===== src/plc_pkg.sv =====
// Package of register offsets, reset values and sizes for the line controller.
package plc_pkg;

	// ------------------------------------------------------------------
	// Sizes
	// ------------------------------------------------------------------
	localparam int unsigned LINES    = 32;
	localparam int unsigned ADDR_W   = 8;
	localparam int unsigned DATA_W   = 32;
	localparam int unsigned BE_W     = 4;

	// ------------------------------------------------------------------
	// Register byte offsets
	// ------------------------------------------------------------------
	localparam logic [7:0] OFS_OWN_EN    = 8'h00;
	localparam logic [7:0] OFS_OWN_DIS   = 8'h04;
	localparam logic [7:0] OFS_OWN_STAT  = 8'h08;
	localparam logic [7:0] OFS_DRV_EN    = 8'h10;
	localparam logic [7:0] OFS_DRV_DIS   = 8'h14;
	localparam logic [7:0] OFS_DRV_STAT  = 8'h18;
	localparam logic [7:0] OFS_SET_LVL   = 8'h30;
	localparam logic [7:0] OFS_CLR_LVL   = 8'h34;
	localparam logic [7:0] OFS_OUT_LVL   = 8'h38;
	localparam logic [7:0] OFS_PIN_LVL   = 8'h3c;
	localparam logic [7:0] OFS_CHG_EN    = 8'h40;
	localparam logic [7:0] OFS_CHG_DIS   = 8'h44;
	localparam logic [7:0] OFS_CHG_MASK  = 8'h48;
	localparam logic [7:0] OFS_CHG_STAT  = 8'h4c;
	localparam logic [7:0] OFS_OD_EN     = 8'h50;
	localparam logic [7:0] OFS_OD_DIS    = 8'h54;
	localparam logic [7:0] OFS_OD_STAT   = 8'h58;
	localparam logic [7:0] OFS_PU_DIS    = 8'h60;
	localparam logic [7:0] OFS_PU_EN     = 8'h64;
	localparam logic [7:0] OFS_PU_STAT   = 8'h68;
	localparam logic [7:0] OFS_SEL_A     = 8'h70;
	localparam logic [7:0] OFS_SEL_B     = 8'h74;
	localparam logic [7:0] OFS_SEL_STAT  = 8'h78;
	localparam logic [7:0] OFS_WM_EN     = 8'ha0;
	localparam logic [7:0] OFS_WM_DIS    = 8'ha4;
	localparam logic [7:0] OFS_WM_STAT   = 8'ha8;
	localparam logic [7:0] OFS_CLK_CTRL  = 8'hc0;

	// ------------------------------------------------------------------
	// Reset values
	// ------------------------------------------------------------------
	localparam logic [31:0] RST_ZERO      = 32'h0000_0000;
	localparam logic [31:0] RST_OWNER     = 32'hffff_ffff;
	localparam logic [31:0] RST_MUXED     = 32'hffff_ffff;
	localparam logic        RST_CLK_EN    = 1'b0;

	// ------------------------------------------------------------------
	// Bus slave states
	// ------------------------------------------------------------------
	typedef enum logic [1:0] {
		PLC_IDLE = 2'b01,
		PLC_ACK  = 2'b10
	} plc_bus_state_t;

endpackage


===== src/plc_setclr_reg.sv =====
// Per-line status word driven by separate set and clear strobes.
`timescale 1ns/1ps
module plc_setclr_reg #(
	parameter int unsigned W        = 32,
	parameter logic [W-1:0] RST_VAL = '0
) (
	input  wire logic         ref_clk,
	input  wire logic         reset,
	input  wire logic [W-1:0] set_mask,
	input  wire logic [W-1:0] clr_mask,
	output logic      [W-1:0] status_q
);

	logic [W-1:0] status_d;

	// Bits written as zero leave the status alone; set wins over clear.
	assign status_d = (status_q & ~clr_mask) | set_mask;

	always_ff @(posedge ref_clk or posedge reset) begin
		if (reset) begin
			status_q <= RST_VAL;
		end else begin
			status_q <= status_d;
		end
	end

endmodule


===== src/plc_top.sv =====
// Parallel line controller: set/clear register sets, pin muxing, bus slave.
`timescale 1ns/1ps
module plc_top
	import plc_pkg::*;
#(
	parameter logic [31:0] MUXED_LINES = plc_pkg::RST_MUXED,
	parameter logic [31:0] OWNER_RESET = plc_pkg::RST_OWNER
) (
	input  wire logic                         ref_clk,
	input  wire logic                         reset,
	input  wire logic [plc_pkg::ADDR_W-1:0]   avs_address,
	input  wire logic                         avs_read,
	input  wire logic                         avs_write,
	input  wire logic [plc_pkg::DATA_W-1:0]   avs_writedata,
	input  wire logic [plc_pkg::BE_W-1:0]     avs_byteenable,
	output logic      [plc_pkg::DATA_W-1:0]   avs_readdata,
	output logic                              avs_waitrequest,
	input  wire logic [plc_pkg::LINES-1:0]    pin_in,
	output logic      [plc_pkg::LINES-1:0]    pin_out,
	output logic      [plc_pkg::LINES-1:0]    pin_oe,
	output logic      [plc_pkg::LINES-1:0]    pullup_en,
	input  wire logic [plc_pkg::LINES-1:0]    periph_a_out,
	input  wire logic [plc_pkg::LINES-1:0]    periph_a_oe,
	input  wire logic [plc_pkg::LINES-1:0]    periph_b_out,
	input  wire logic [plc_pkg::LINES-1:0]    periph_b_oe,
	output logic      [plc_pkg::LINES-1:0]    periph_in,
	output logic                              line_irq
);

	import plc_pkg::*;

	// ------------------------------------------------------------------
	// Bus handshake
	// ------------------------------------------------------------------
	plc_bus_state_t state_q;
	plc_bus_state_t state_d;
	logic           access;
	logic           capture;
	logic           wr_fire;
	logic [31:0]    lane_mask;
	logic [31:0]    wdata;

	assign access  = avs_read | avs_write;
	// Reads are captured on the first edge so the returned word is stable
	// while waitrequest is low; writes land on the completing edge.
	assign capture = (state_q == PLC_IDLE) & avs_read;
	assign wr_fire = (state_q == PLC_ACK) & avs_write;
	assign avs_waitrequest = access & (state_q != PLC_ACK);

	assign lane_mask = {{8{avs_byteenable[3]}}, {8{avs_byteenable[2]}},
		{8{avs_byteenable[1]}}, {8{avs_byteenable[0]}}};
	assign wdata = avs_writedata & lane_mask;

	always_comb begin
		state_d = state_q;
		unique case (state_q)
			PLC_IDLE: begin
				if (access) begin
					state_d = PLC_ACK;
				end
			end
			PLC_ACK: begin
				state_d = PLC_IDLE;
			end
			default: begin
				state_d = PLC_IDLE;
			end
		endcase
	end

	always_ff @(posedge ref_clk or posedge reset) begin
		if (reset) begin
			state_q <= PLC_IDLE;
		end else begin
			state_q <= state_d;
		end
	end

	// ------------------------------------------------------------------
	// Write strobes
	// ------------------------------------------------------------------
	// Writes are decoded from the bus clock alone, never from the gated
	// line clock, so configuration always lands.
	logic [31:0] own_set;
	logic [31:0] own_clr;
	logic [31:0] drv_set;
	logic [31:0] drv_clr;
	logic [31:0] lvl_set;
	logic [31:0] lvl_clr;
	logic [31:0] chg_set;
	logic [31:0] chg_clr;
	logic [31:0] od_set;
	logic [31:0] od_clr;
	logic [31:0] pu_set;
	logic [31:0] pu_clr;
	logic [31:0] sel_set;
	logic [31:0] sel_clr;
	logic [31:0] wm_set;
	logic [31:0] wm_clr;
	logic        direct_wr;

	function automatic logic [31:0] strobe(input logic hit,
		input logic [31:0] data);
		strobe = hit ? data : 32'h0000_0000;
	endfunction

	assign own_set = strobe(wr_fire & (avs_address == OFS_OWN_EN),
		wdata & MUXED_LINES);
	assign own_clr = strobe(wr_fire & (avs_address == OFS_OWN_DIS),
		wdata & MUXED_LINES);
	assign drv_set = strobe(wr_fire & (avs_address == OFS_DRV_EN), wdata);
	assign drv_clr = strobe(wr_fire & (avs_address == OFS_DRV_DIS), wdata);
	assign chg_set = strobe(wr_fire & (avs_address == OFS_CHG_EN), wdata);
	assign chg_clr = strobe(wr_fire & (avs_address == OFS_CHG_DIS), wdata);
	assign od_set  = strobe(wr_fire & (avs_address == OFS_OD_EN), wdata);
	assign od_clr  = strobe(wr_fire & (avs_address == OFS_OD_DIS), wdata);
	assign pu_set  = strobe(wr_fire & (avs_address == OFS_PU_DIS), wdata);
	assign pu_clr  = strobe(wr_fire & (avs_address == OFS_PU_EN), wdata);
	assign sel_set = strobe(wr_fire & (avs_address == OFS_SEL_B), wdata);
	assign sel_clr = strobe(wr_fire & (avs_address == OFS_SEL_A), wdata);
	assign wm_set  = strobe(wr_fire & (avs_address == OFS_WM_EN), wdata);
	assign wm_clr  = strobe(wr_fire & (avs_address == OFS_WM_DIS), wdata);
	assign direct_wr = wr_fire & (avs_address == OFS_OUT_LVL);

	// ------------------------------------------------------------------
	// Status words
	// ------------------------------------------------------------------
	logic [31:0] own_q;
	logic [31:0] drv_q;
	logic [31:0] lvl_q;
	logic [31:0] chg_mask_q;
	logic [31:0] od_q;
	logic [31:0] pu_off_q;
	logic [31:0] sel_q;
	logic [31:0] wm_q;
	logic [31:0] own_view;

	plc_setclr_reg #(.W(LINES), .RST_VAL(OWNER_RESET)) u_owner (
		.ref_clk  (ref_clk),
		.reset    (reset),
		.set_mask (own_set),
		.clr_mask (own_clr),
		.status_q (own_q)
	);
	// Unmuxed lines always belong to the controller.
	assign own_view = own_q | ~MUXED_LINES;

	plc_setclr_reg #(.W(LINES), .RST_VAL(RST_ZERO)) u_drive (
		.ref_clk  (ref_clk),
		.reset    (reset),
		.set_mask (drv_set),
		.clr_mask (drv_clr),
		.status_q (drv_q)
	);

	// Level writes are never gated by ownership, so the first driven
	// level can be preset before handing the line to the controller.
	plc_setclr_reg #(.W(LINES), .RST_VAL(RST_ZERO)) u_level (
		.ref_clk  (ref_clk),
		.reset    (reset),
		.set_mask (lvl_set),
		.clr_mask (lvl_clr),
		.status_q (lvl_q)
	);
	assign lvl_set = strobe(wr_fire & (avs_address == OFS_SET_LVL), wdata)
		| strobe(direct_wr, avs_writedata & lane_mask & wm_q);
	assign lvl_clr = strobe(wr_fire & (avs_address == OFS_CLR_LVL), wdata)
		| strobe(direct_wr, ~avs_writedata & lane_mask & wm_q);

	plc_setclr_reg #(.W(LINES), .RST_VAL(RST_ZERO)) u_wmask (
		.ref_clk  (ref_clk),
		.reset    (reset),
		.set_mask (wm_set),
		.clr_mask (wm_clr),
		.status_q (wm_q)
	);

	plc_setclr_reg #(.W(LINES), .RST_VAL(RST_ZERO)) u_odrain (
		.ref_clk  (ref_clk),
		.reset    (reset),
		.set_mask (od_set),
		.clr_mask (od_clr),
		.status_q (od_q)
	);

	plc_setclr_reg #(.W(LINES), .RST_VAL(RST_ZERO)) u_pullup (
		.ref_clk  (ref_clk),
		.reset    (reset),
		.set_mask (pu_set),
		.clr_mask (pu_clr),
		.status_q (pu_off_q)
	);

	plc_setclr_reg #(.W(LINES), .RST_VAL(RST_ZERO)) u_select (
		.ref_clk  (ref_clk),
		.reset    (reset),
		.set_mask (sel_set),
		.clr_mask (sel_clr),
		.status_q (sel_q)
	);

	plc_setclr_reg #(.W(LINES), .RST_VAL(RST_ZERO)) u_chgmask (
		.ref_clk  (ref_clk),
		.reset    (reset),
		.set_mask (chg_set),
		.clr_mask (chg_clr),
		.status_q (chg_mask_q)
	);

	// ------------------------------------------------------------------
	// Line clock enable
	// ------------------------------------------------------------------
	logic clk_en_q;
	logic clk_en_d;
	logic clk_en_hit;

	// The enable gates sampling, change detection and the interrupt; the set and
	// clear registers above never look at it.
	// A write with lane 0 disabled leaves the enable as it was.
	assign clk_en_hit = wr_fire & (avs_address == OFS_CLK_CTRL)
		& avs_byteenable[0];
	assign clk_en_d = clk_en_hit ? avs_writedata[0] : clk_en_q;

	always_ff @(posedge ref_clk or posedge reset) begin
		if (reset) begin
			clk_en_q <= RST_CLK_EN;
		end else begin
			clk_en_q <= clk_en_d;
		end
	end

	// ------------------------------------------------------------------
	// Pin sampling and change detection
	// ------------------------------------------------------------------
	// With the line clock off the sampled level freezes at its last
	// value and no change can be seen.
	logic [31:0] pin_lvl_q;
	logic [31:0] pin_lvl_d;
	logic [31:0] chg_stat_q;
	logic [31:0] chg_stat_d;
	logic [31:0] chg_event;
	logic [31:0] chg_rd_clr;

	assign pin_lvl_d = clk_en_q ? pin_in : pin_lvl_q;
	assign chg_event = clk_en_q ? (pin_in ^ pin_lvl_q) : 32'h0000_0000;
	assign chg_rd_clr = strobe(capture & (avs_address == OFS_CHG_STAT),
		32'hffff_ffff);
	// A change in the cycle of the clearing read is kept.
	assign chg_stat_d = (chg_stat_q & ~chg_rd_clr) | chg_event;

	always_ff @(posedge ref_clk or posedge reset) begin
		if (reset) begin
			pin_lvl_q  <= RST_ZERO;
			chg_stat_q <= RST_ZERO;
		end else begin
			pin_lvl_q  <= pin_lvl_d;
			chg_stat_q <= chg_stat_d;
		end
	end

	assign line_irq = clk_en_q & (|(chg_stat_q & chg_mask_q));

	// ------------------------------------------------------------------
	// Pin drive
	// ------------------------------------------------------------------
	logic [31:0] per_out;
	logic [31:0] per_oe;
	logic [31:0] lvl_src;
	logic [31:0] oe_src;

	assign per_out = (sel_q & periph_b_out) | (~sel_q & periph_a_out);
	assign per_oe  = (sel_q & periph_b_oe) | (~sel_q & periph_a_oe);
	assign lvl_src = (own_view & lvl_q) | (~own_view & per_out);
	assign oe_src  = (own_view & drv_q) | (~own_view & per_oe);
	// Open drain only ever pulls low; a high level releases the pin.
	assign pin_out = lvl_src & ~od_q;
	assign pin_oe  = oe_src & ~(od_q & lvl_src);
	// The pull-up follows its own status whatever drives the line.
	assign pullup_en = ~pu_off_q;
	assign periph_in = pin_in;

	// ------------------------------------------------------------------
	// Read path
	// ------------------------------------------------------------------
	logic [31:0] rd_mux;
	logic [31:0] rd_q;
	logic [31:0] rd_d;

	always_comb begin
		unique case (avs_address)
			OFS_OWN_STAT: rd_mux = own_view;
			OFS_DRV_STAT: rd_mux = drv_q;
			OFS_OUT_LVL:  rd_mux = lvl_q;
			OFS_PIN_LVL:  rd_mux = pin_lvl_q;
			OFS_CHG_MASK: rd_mux = chg_mask_q;
			OFS_CHG_STAT: rd_mux = chg_stat_q;
			OFS_OD_STAT:  rd_mux = od_q;
			OFS_PU_STAT:  rd_mux = pu_off_q;
			OFS_SEL_STAT: rd_mux = sel_q;
			OFS_WM_STAT:  rd_mux = wm_q;
			OFS_CLK_CTRL: rd_mux = {31'h0000_0000, clk_en_q};
			default:      rd_mux = 32'h0000_0000;
		endcase
	end

	// The word is held in a register so it stands through the acknowledge
	// cycle even if the addressed status changes under it.
	assign rd_d = capture ? rd_mux : rd_q;

	always_ff @(posedge ref_clk or posedge reset) begin
		if (reset) begin
			rd_q <= RST_ZERO;
		end else begin
			rd_q <= rd_d;
		end
	end

	assign avs_readdata = rd_q;

endmodule


===== config.mk =====
export PLATFORM = sky130hd
export DESIGN_NAME = plc_top
export DESIGN_NICKNAME = d
export VERILOG_FILES = /design/src/plc_pkg.sv /design/src/plc_setclr_reg.sv /design/src/plc_top.sv
export SDC_FILE = /design/constraint.sdc
export NUM_CORES = 1
export LEC_CHECK = 0
export ABC_AREA = 0
export BUFFER_PORTS_ARGS = -buffer_cell sky130_fd_sc_hd__buf_2
export CAP_MARGIN = 10
export CORE_AREA = 5 5 238 333
export CTS_CLUSTER_SIZE = 12
export DETAILED_ROUTE_END_ITERATION = 10
export DIE_AREA = 0 0 243 338
export GPL_ROUTABILITY_DRIVEN = 0
export PLACE_DENSITY_LB_ADDON = 0.15
export SLEW_MARGIN = 20
export SYNTH_ARGS = -nofsm -noshare
export SYNTH_HDL_FRONTEND = slang
export SYNTH_SLANG_ARGS = --single-unit

===== constraint.sdc =====
create_clock -name ref_clk -period 32.3 [get_ports ref_clk]
set_input_delay 3.23 -clock ref_clk [delete_from_list [all_inputs] [get_ports ref_clk]]
set_output_delay 3.23 -clock ref_clk [all_outputs]
set_load 0.005 [all_outputs]

# ---- Word level (Yosys, flattened, before mapping)
# Index checks and enable logic that the tools add are counted.
dict set report word_totals {
  regBits 355
  inputBits 208
  output_inout_bits 162
  wordCells 149
}
dict set report op_classes {
  eq_ne 30
  n_mux 23
  bitwise 81
  n_reduce_logical 2
}
# op count
set op_table {}
lappend op_table {{$and A32 B32 Y32} 25}
lappend op_table {{$mux W32} 20}
lappend op_table {{$not A32 Y32} 15}
lappend op_table {{$or A32 B32 Y32} 15}
lappend op_table {{$pmux W32 S11} 1}
lappend op_table {{$eq A8 B7 Y1 const B} 13}
lappend op_table {{$eq A8 B6 Y1 const B} 4}
lappend op_table {{$eq A8 B8 Y1 const B} 4}
lappend op_table {{$reduce_or A32 Y1} 1}
lappend op_table {{$xor A32 B32 Y32} 1}
lappend op_table {{$and A1 B1 Y1} 24}
lappend op_table {{$eq A8 B5 Y1 const B} 3}
lappend op_table {{$eq A8 B3 Y1 const B} 1}
lappend op_table {{$eq A8 B4 Y1 const B} 1}
lappend op_table {{$logic_not A8 Y1} 1}
lappend op_table {{$mux W2} 2}
lappend op_table {{$ne A2 B2 Y1 const B} 2}
lappend op_table {{$eq A2 B1 Y1 const B} 1}
lappend op_table {{$eq A2 B2 Y1 const B} 1}
lappend op_table {{$or A1 B1 Y1} 1}

# ---- Longest topological paths before layout
dict set report depth {
  word_depth 8
  mapped_depth 9
  ltp_nobuf 5
}

# ---- Hierarchy
# From an unflattened synthesis, not the netlist that was laid out.
dict set report unflattened {
  cells_unflattened 2545
  hier_area_um2 21230.4
}
# mod n_inst cells_per_inst area_each_um2 seq_area_each_um2
set by_module_without_submodules {}
lappend by_module_without_submodules {plc_top 1 1769 11871.4 2478.6}
lappend by_module_without_submodules {{plc_setclr_reg at u_chgmask ...} 7 97 1164.9 800.8}
lappend by_module_without_submodules {{plc_setclr_reg at u_owner} 1 97 1204.9 840.8}

# ---- Worst setup path after synthesis
# No wires, ideal clock.
dict set report synth_path {
  path_kind {in2out}
  from {in periph_b_out[10] in the netlist's numbering}
  to {out pin_out[10] in the netlist's numbering}
  arrival_ns 3.609
  slack_ns 25.461
  cell_stages 3
  n_path_buf 0
  cell_sequence {mux2i_1 o21ai_0 nor2b_1}
}
dict set report synth_between {
  elab_chain_cells 5
}
# element line_no
set synth_rtl {}
lappend synth_rtl {{from (decl)} plc_top.sv:24} ;# input wire logic [plc_pkg::LINES-1:0] periph_b_out,
lappend synth_rtl {{$and A32 B32 Y32} plc_top.sv:271} ;# assign per_out = (sel_q & periph_b_out) | (~sel_q & periph_a_out);
lappend synth_rtl {{$or A32 B32 Y32} plc_top.sv:271}
lappend synth_rtl {{$and A32 B32 Y32} plc_top.sv:273} ;# assign lvl_src = (own_view & lvl_q) | (~own_view & per_out);
lappend synth_rtl {{$or A32 B32 Y32} plc_top.sv:273}
lappend synth_rtl {{$and A32 B32 Y32} plc_top.sv:276} ;# assign pin_out = lvl_src & ~od_q;
lappend synth_rtl {{to (decl)} plc_top.sv:19} ;# output logic [plc_pkg::LINES-1:0] pin_out,
# No other way between the ends.

# ---- Worst setup path in the final report
dict set report layout_path {
  from {in periph_b_out[15] in the netlist's numbering}
  to {out pin_out[15] in the netlist's numbering}
}
# Same word-level chain as after synthesis.

==> metrics.txt <==
io pins 370; htree depth 2; CTS root buf clkbuf_16; max-cap violation count 0; result of the run complete, no violations; Die H between 300 and 400 um; Crit-path slowest cell nor2b_1; clk_skew approximately 0.0094 ns; pin count of the biggest net entering global routing 95; clk sinks about 360; Non-Filler Instances approximately 3.3k; via count about 18k; Clock transition at path regs ~0.05 ns; Overflow after GRT 0; post-synth top area share ~43%; Post-CTS Setup Repair Bufs 0; Syn Nets approximately 2.2k; router iterations before antenna repair 6; post-cts hold buffer count 0; Hold Crit Start avs_readdata[19]$_DFFE_PP0P_; CTS tree yes; Post-route DRC 0; Setup violations, final 0; RSZ-0062 raised after global routing no; post-DP HPWL approximately 62 mm; mapped cell area between 0.015 and 0.02 mm^2; pwr dens between 40 and 50 mW/mm^2; Port Buffers approximately 370; critical path class input pin to output pin; Worst EP arrival 3.96 ns; drt total wl approximately 95 mm; Initial Utilization between 20% and 30%; Worst Path Required 29.07 ns; crit-path cells buf_2, mux2i_1, o21ai_0, nor2b_1, buf_2; Layout fillers just over 8k; All-Layer GR Usage between 20 and 25%; Setup Total Neg Slack 0 ns; Worst-Skew Late Latency around 0.56 ns; Area growth, synth to finish 20.79%; CP most frequent cell buf_2; Crit Path Max Fanout 2; Rows between 100 and 150; register area share after synthesis a little under half; Synth warnings 0; largest stage delay on the critical path ~0.22 ns; top_reg_cell synth dfrtp_1; Hold WC Path Type flip-flop to flip-flop; die width 243 um; Post-synth top cells o21ai_0 (533), dfrtp_1 (322), nand2_1 (167); Slew HR between 10% and 20%; dpl cells about 3.2k; Peak Freq about 140 MHz; Hold Vio Cnt, Final 0; first-pass GRT wire length approximately 130 mm; Synth area leaders dfrtp_1 (43%), o21ai_0 (14%), dfstp_2 (4.6%); share of cells above drive strength 1 about a quarter; fin crit period ~7.2 ns; final worst-path cycle share between 20% and 30%; Pwr Total between 0.001 and 0.0015 W; total CTS buffers roughly 40; CP endpoint kind output pin; Slew @ Worst Pin 1.238 ns; post-synth cell types 63; Leak Pwr slightly above 9 nW; Synth Register Bits between 300 and 400; Pins Over Slew Limit 0; CTS resizes 0; Core Region 0.07597 mm^2; initial antenna violation count 11; Buf/Inv on CP 2; WL per Instance 28.79 um; Mapped Cells between 2k and 2.5k; FFs w/ async S/R, synth 100.0%; CP Launch Point periph_b_out[15]; Initial DRC Count about 1.7k; Worst R2R Start state_q[0]$_DFFE_PP1P_; count leader, synth o21ai_0; VDD IR-drop max 0.00002701 V; CP top delay family buffers and inverters; Clock Path Buffers 3; syn_area_per_cell approximately 9.3 um^2; Routed Antenna Nets 0; die area between 0.08 and 0.09 mm^2; Yosys top cell by area dfrtp_1; Post-synth EDFFs 0; vias per cell between 5 and 6; vias in the first global route 17.44k; nets@finish approximately 2.5k; startpoint types input pin
[metrics by stage]
| step | area (um^2) | util (%) | hold WS, ns | setup slack (ns) |
|---|---|---|---|---|
| final | 22650 | 29.81 | 0.4841 | 25.11 |
| after global routing | 22640 | 29.79 | 0.5194 | 25.00 |
| after CTS | 22610 | 29.76 | 0.4854 | 25.10 |
| after detailed placement | 21300 | 28.04 | 0.4727 | 25.11 |
| after global placement | 21280 | 28.02 | 0.4680 | 25.00 |
| after floorplan | 18750 | - | 0.4706 | 19.28 |
[layout by cell type, fill, tap and decap left out, types with 10 or more instances in the layout]
cell type / instances
mux2i_1: 70
o21ai_0: 533
o21ai_1: 26
nor2_1: 47
dfstp_2: 33
a22o_1: 21
clkbuf_1: 14
buf_4: 40
nor2b_1: 45
buf_2: 369
a21oi_1: 121
nand2_1: 154
a221oi_1: 10
mux2_2: 51
o22ai_1: 12
a22oi_1: 94
nand4b_1: 12
clkbuf_16: 41
xnor2_1: 32
o2bb2ai_1: 24
nand2_2: 14
o211ai_1: 23
inv_1: 40
dfrtp_1: 321
a222oi_1: 16
[final timing paths]
kind | slack [ns] | endpoint | cells past startpoint
worst min register to register | 0.48 | avs_readdata[19]$_DFFE_PP0P_ | 2
worst max-delay path | 25.11 | pin_out[15] | 5
max in group asynchronous | 26.51 | u_owner.status_q[9]$_DFF_PP1_ | 6
min in group asynchronous | 2.79 | u_drive.status_q[22]$_DFF_PP0_ | 2
worst min-delay path | 0.48 | avs_readdata[19]$_DFFE_PP0P_ | 2
worst max register to register | 29.24 | u_wmask.status_q[11]$_DFF_PP0_ | 4
[power by group]
group | leakage [nW] | switching (W) | internal, W
combinational | 3.98 | 0.0000682 | 0.0000327
clock | 0.641 | 0.000197 | 0.000276
sequential | 4.59 | 0.00000774 | 0.000452
[worst min-delay path: stages (launching register included)]
cell and delay [ns]:
dfrtp_1 0.34, nand2_1 0.05, o21ai_0 0.06
[logic make-up after synthesis]
logic type      Yosys count  synth area share, %
simple gates            344                9.664
xor+xnor                 32                1.495
compound gates          924                28.59
buf+inv                 230                5.846
mux                     121                6.801
flops                   355                47.60
[final cells by class]
class / count / area [um^2] / share of cell area [%]
Timing Repair Buffer: 411 / 2182 / 9.636
Tap cell: 976 / 1221 / 5.393
Antenna cell: 6 / 15.01 / 0.06630
Clock buffer: 63 / 1189 / 5.249
Multi-Input combinational cell: 1421 / 8828 / 38.99
Inverter: 41 / 161.4 / 0.7127
Clock inverter: 9 / 122.6 / 0.5415
Sequential cell: 355 / 8926 / 39.42
[metal layers]
metal	routed length, um	track usage [%]
met1	40230	28.85
met2	45060	37.26
met3	5633	3.407
met4	3537	7.669
met5	47	0
Power figures use the tool's default switching activity.
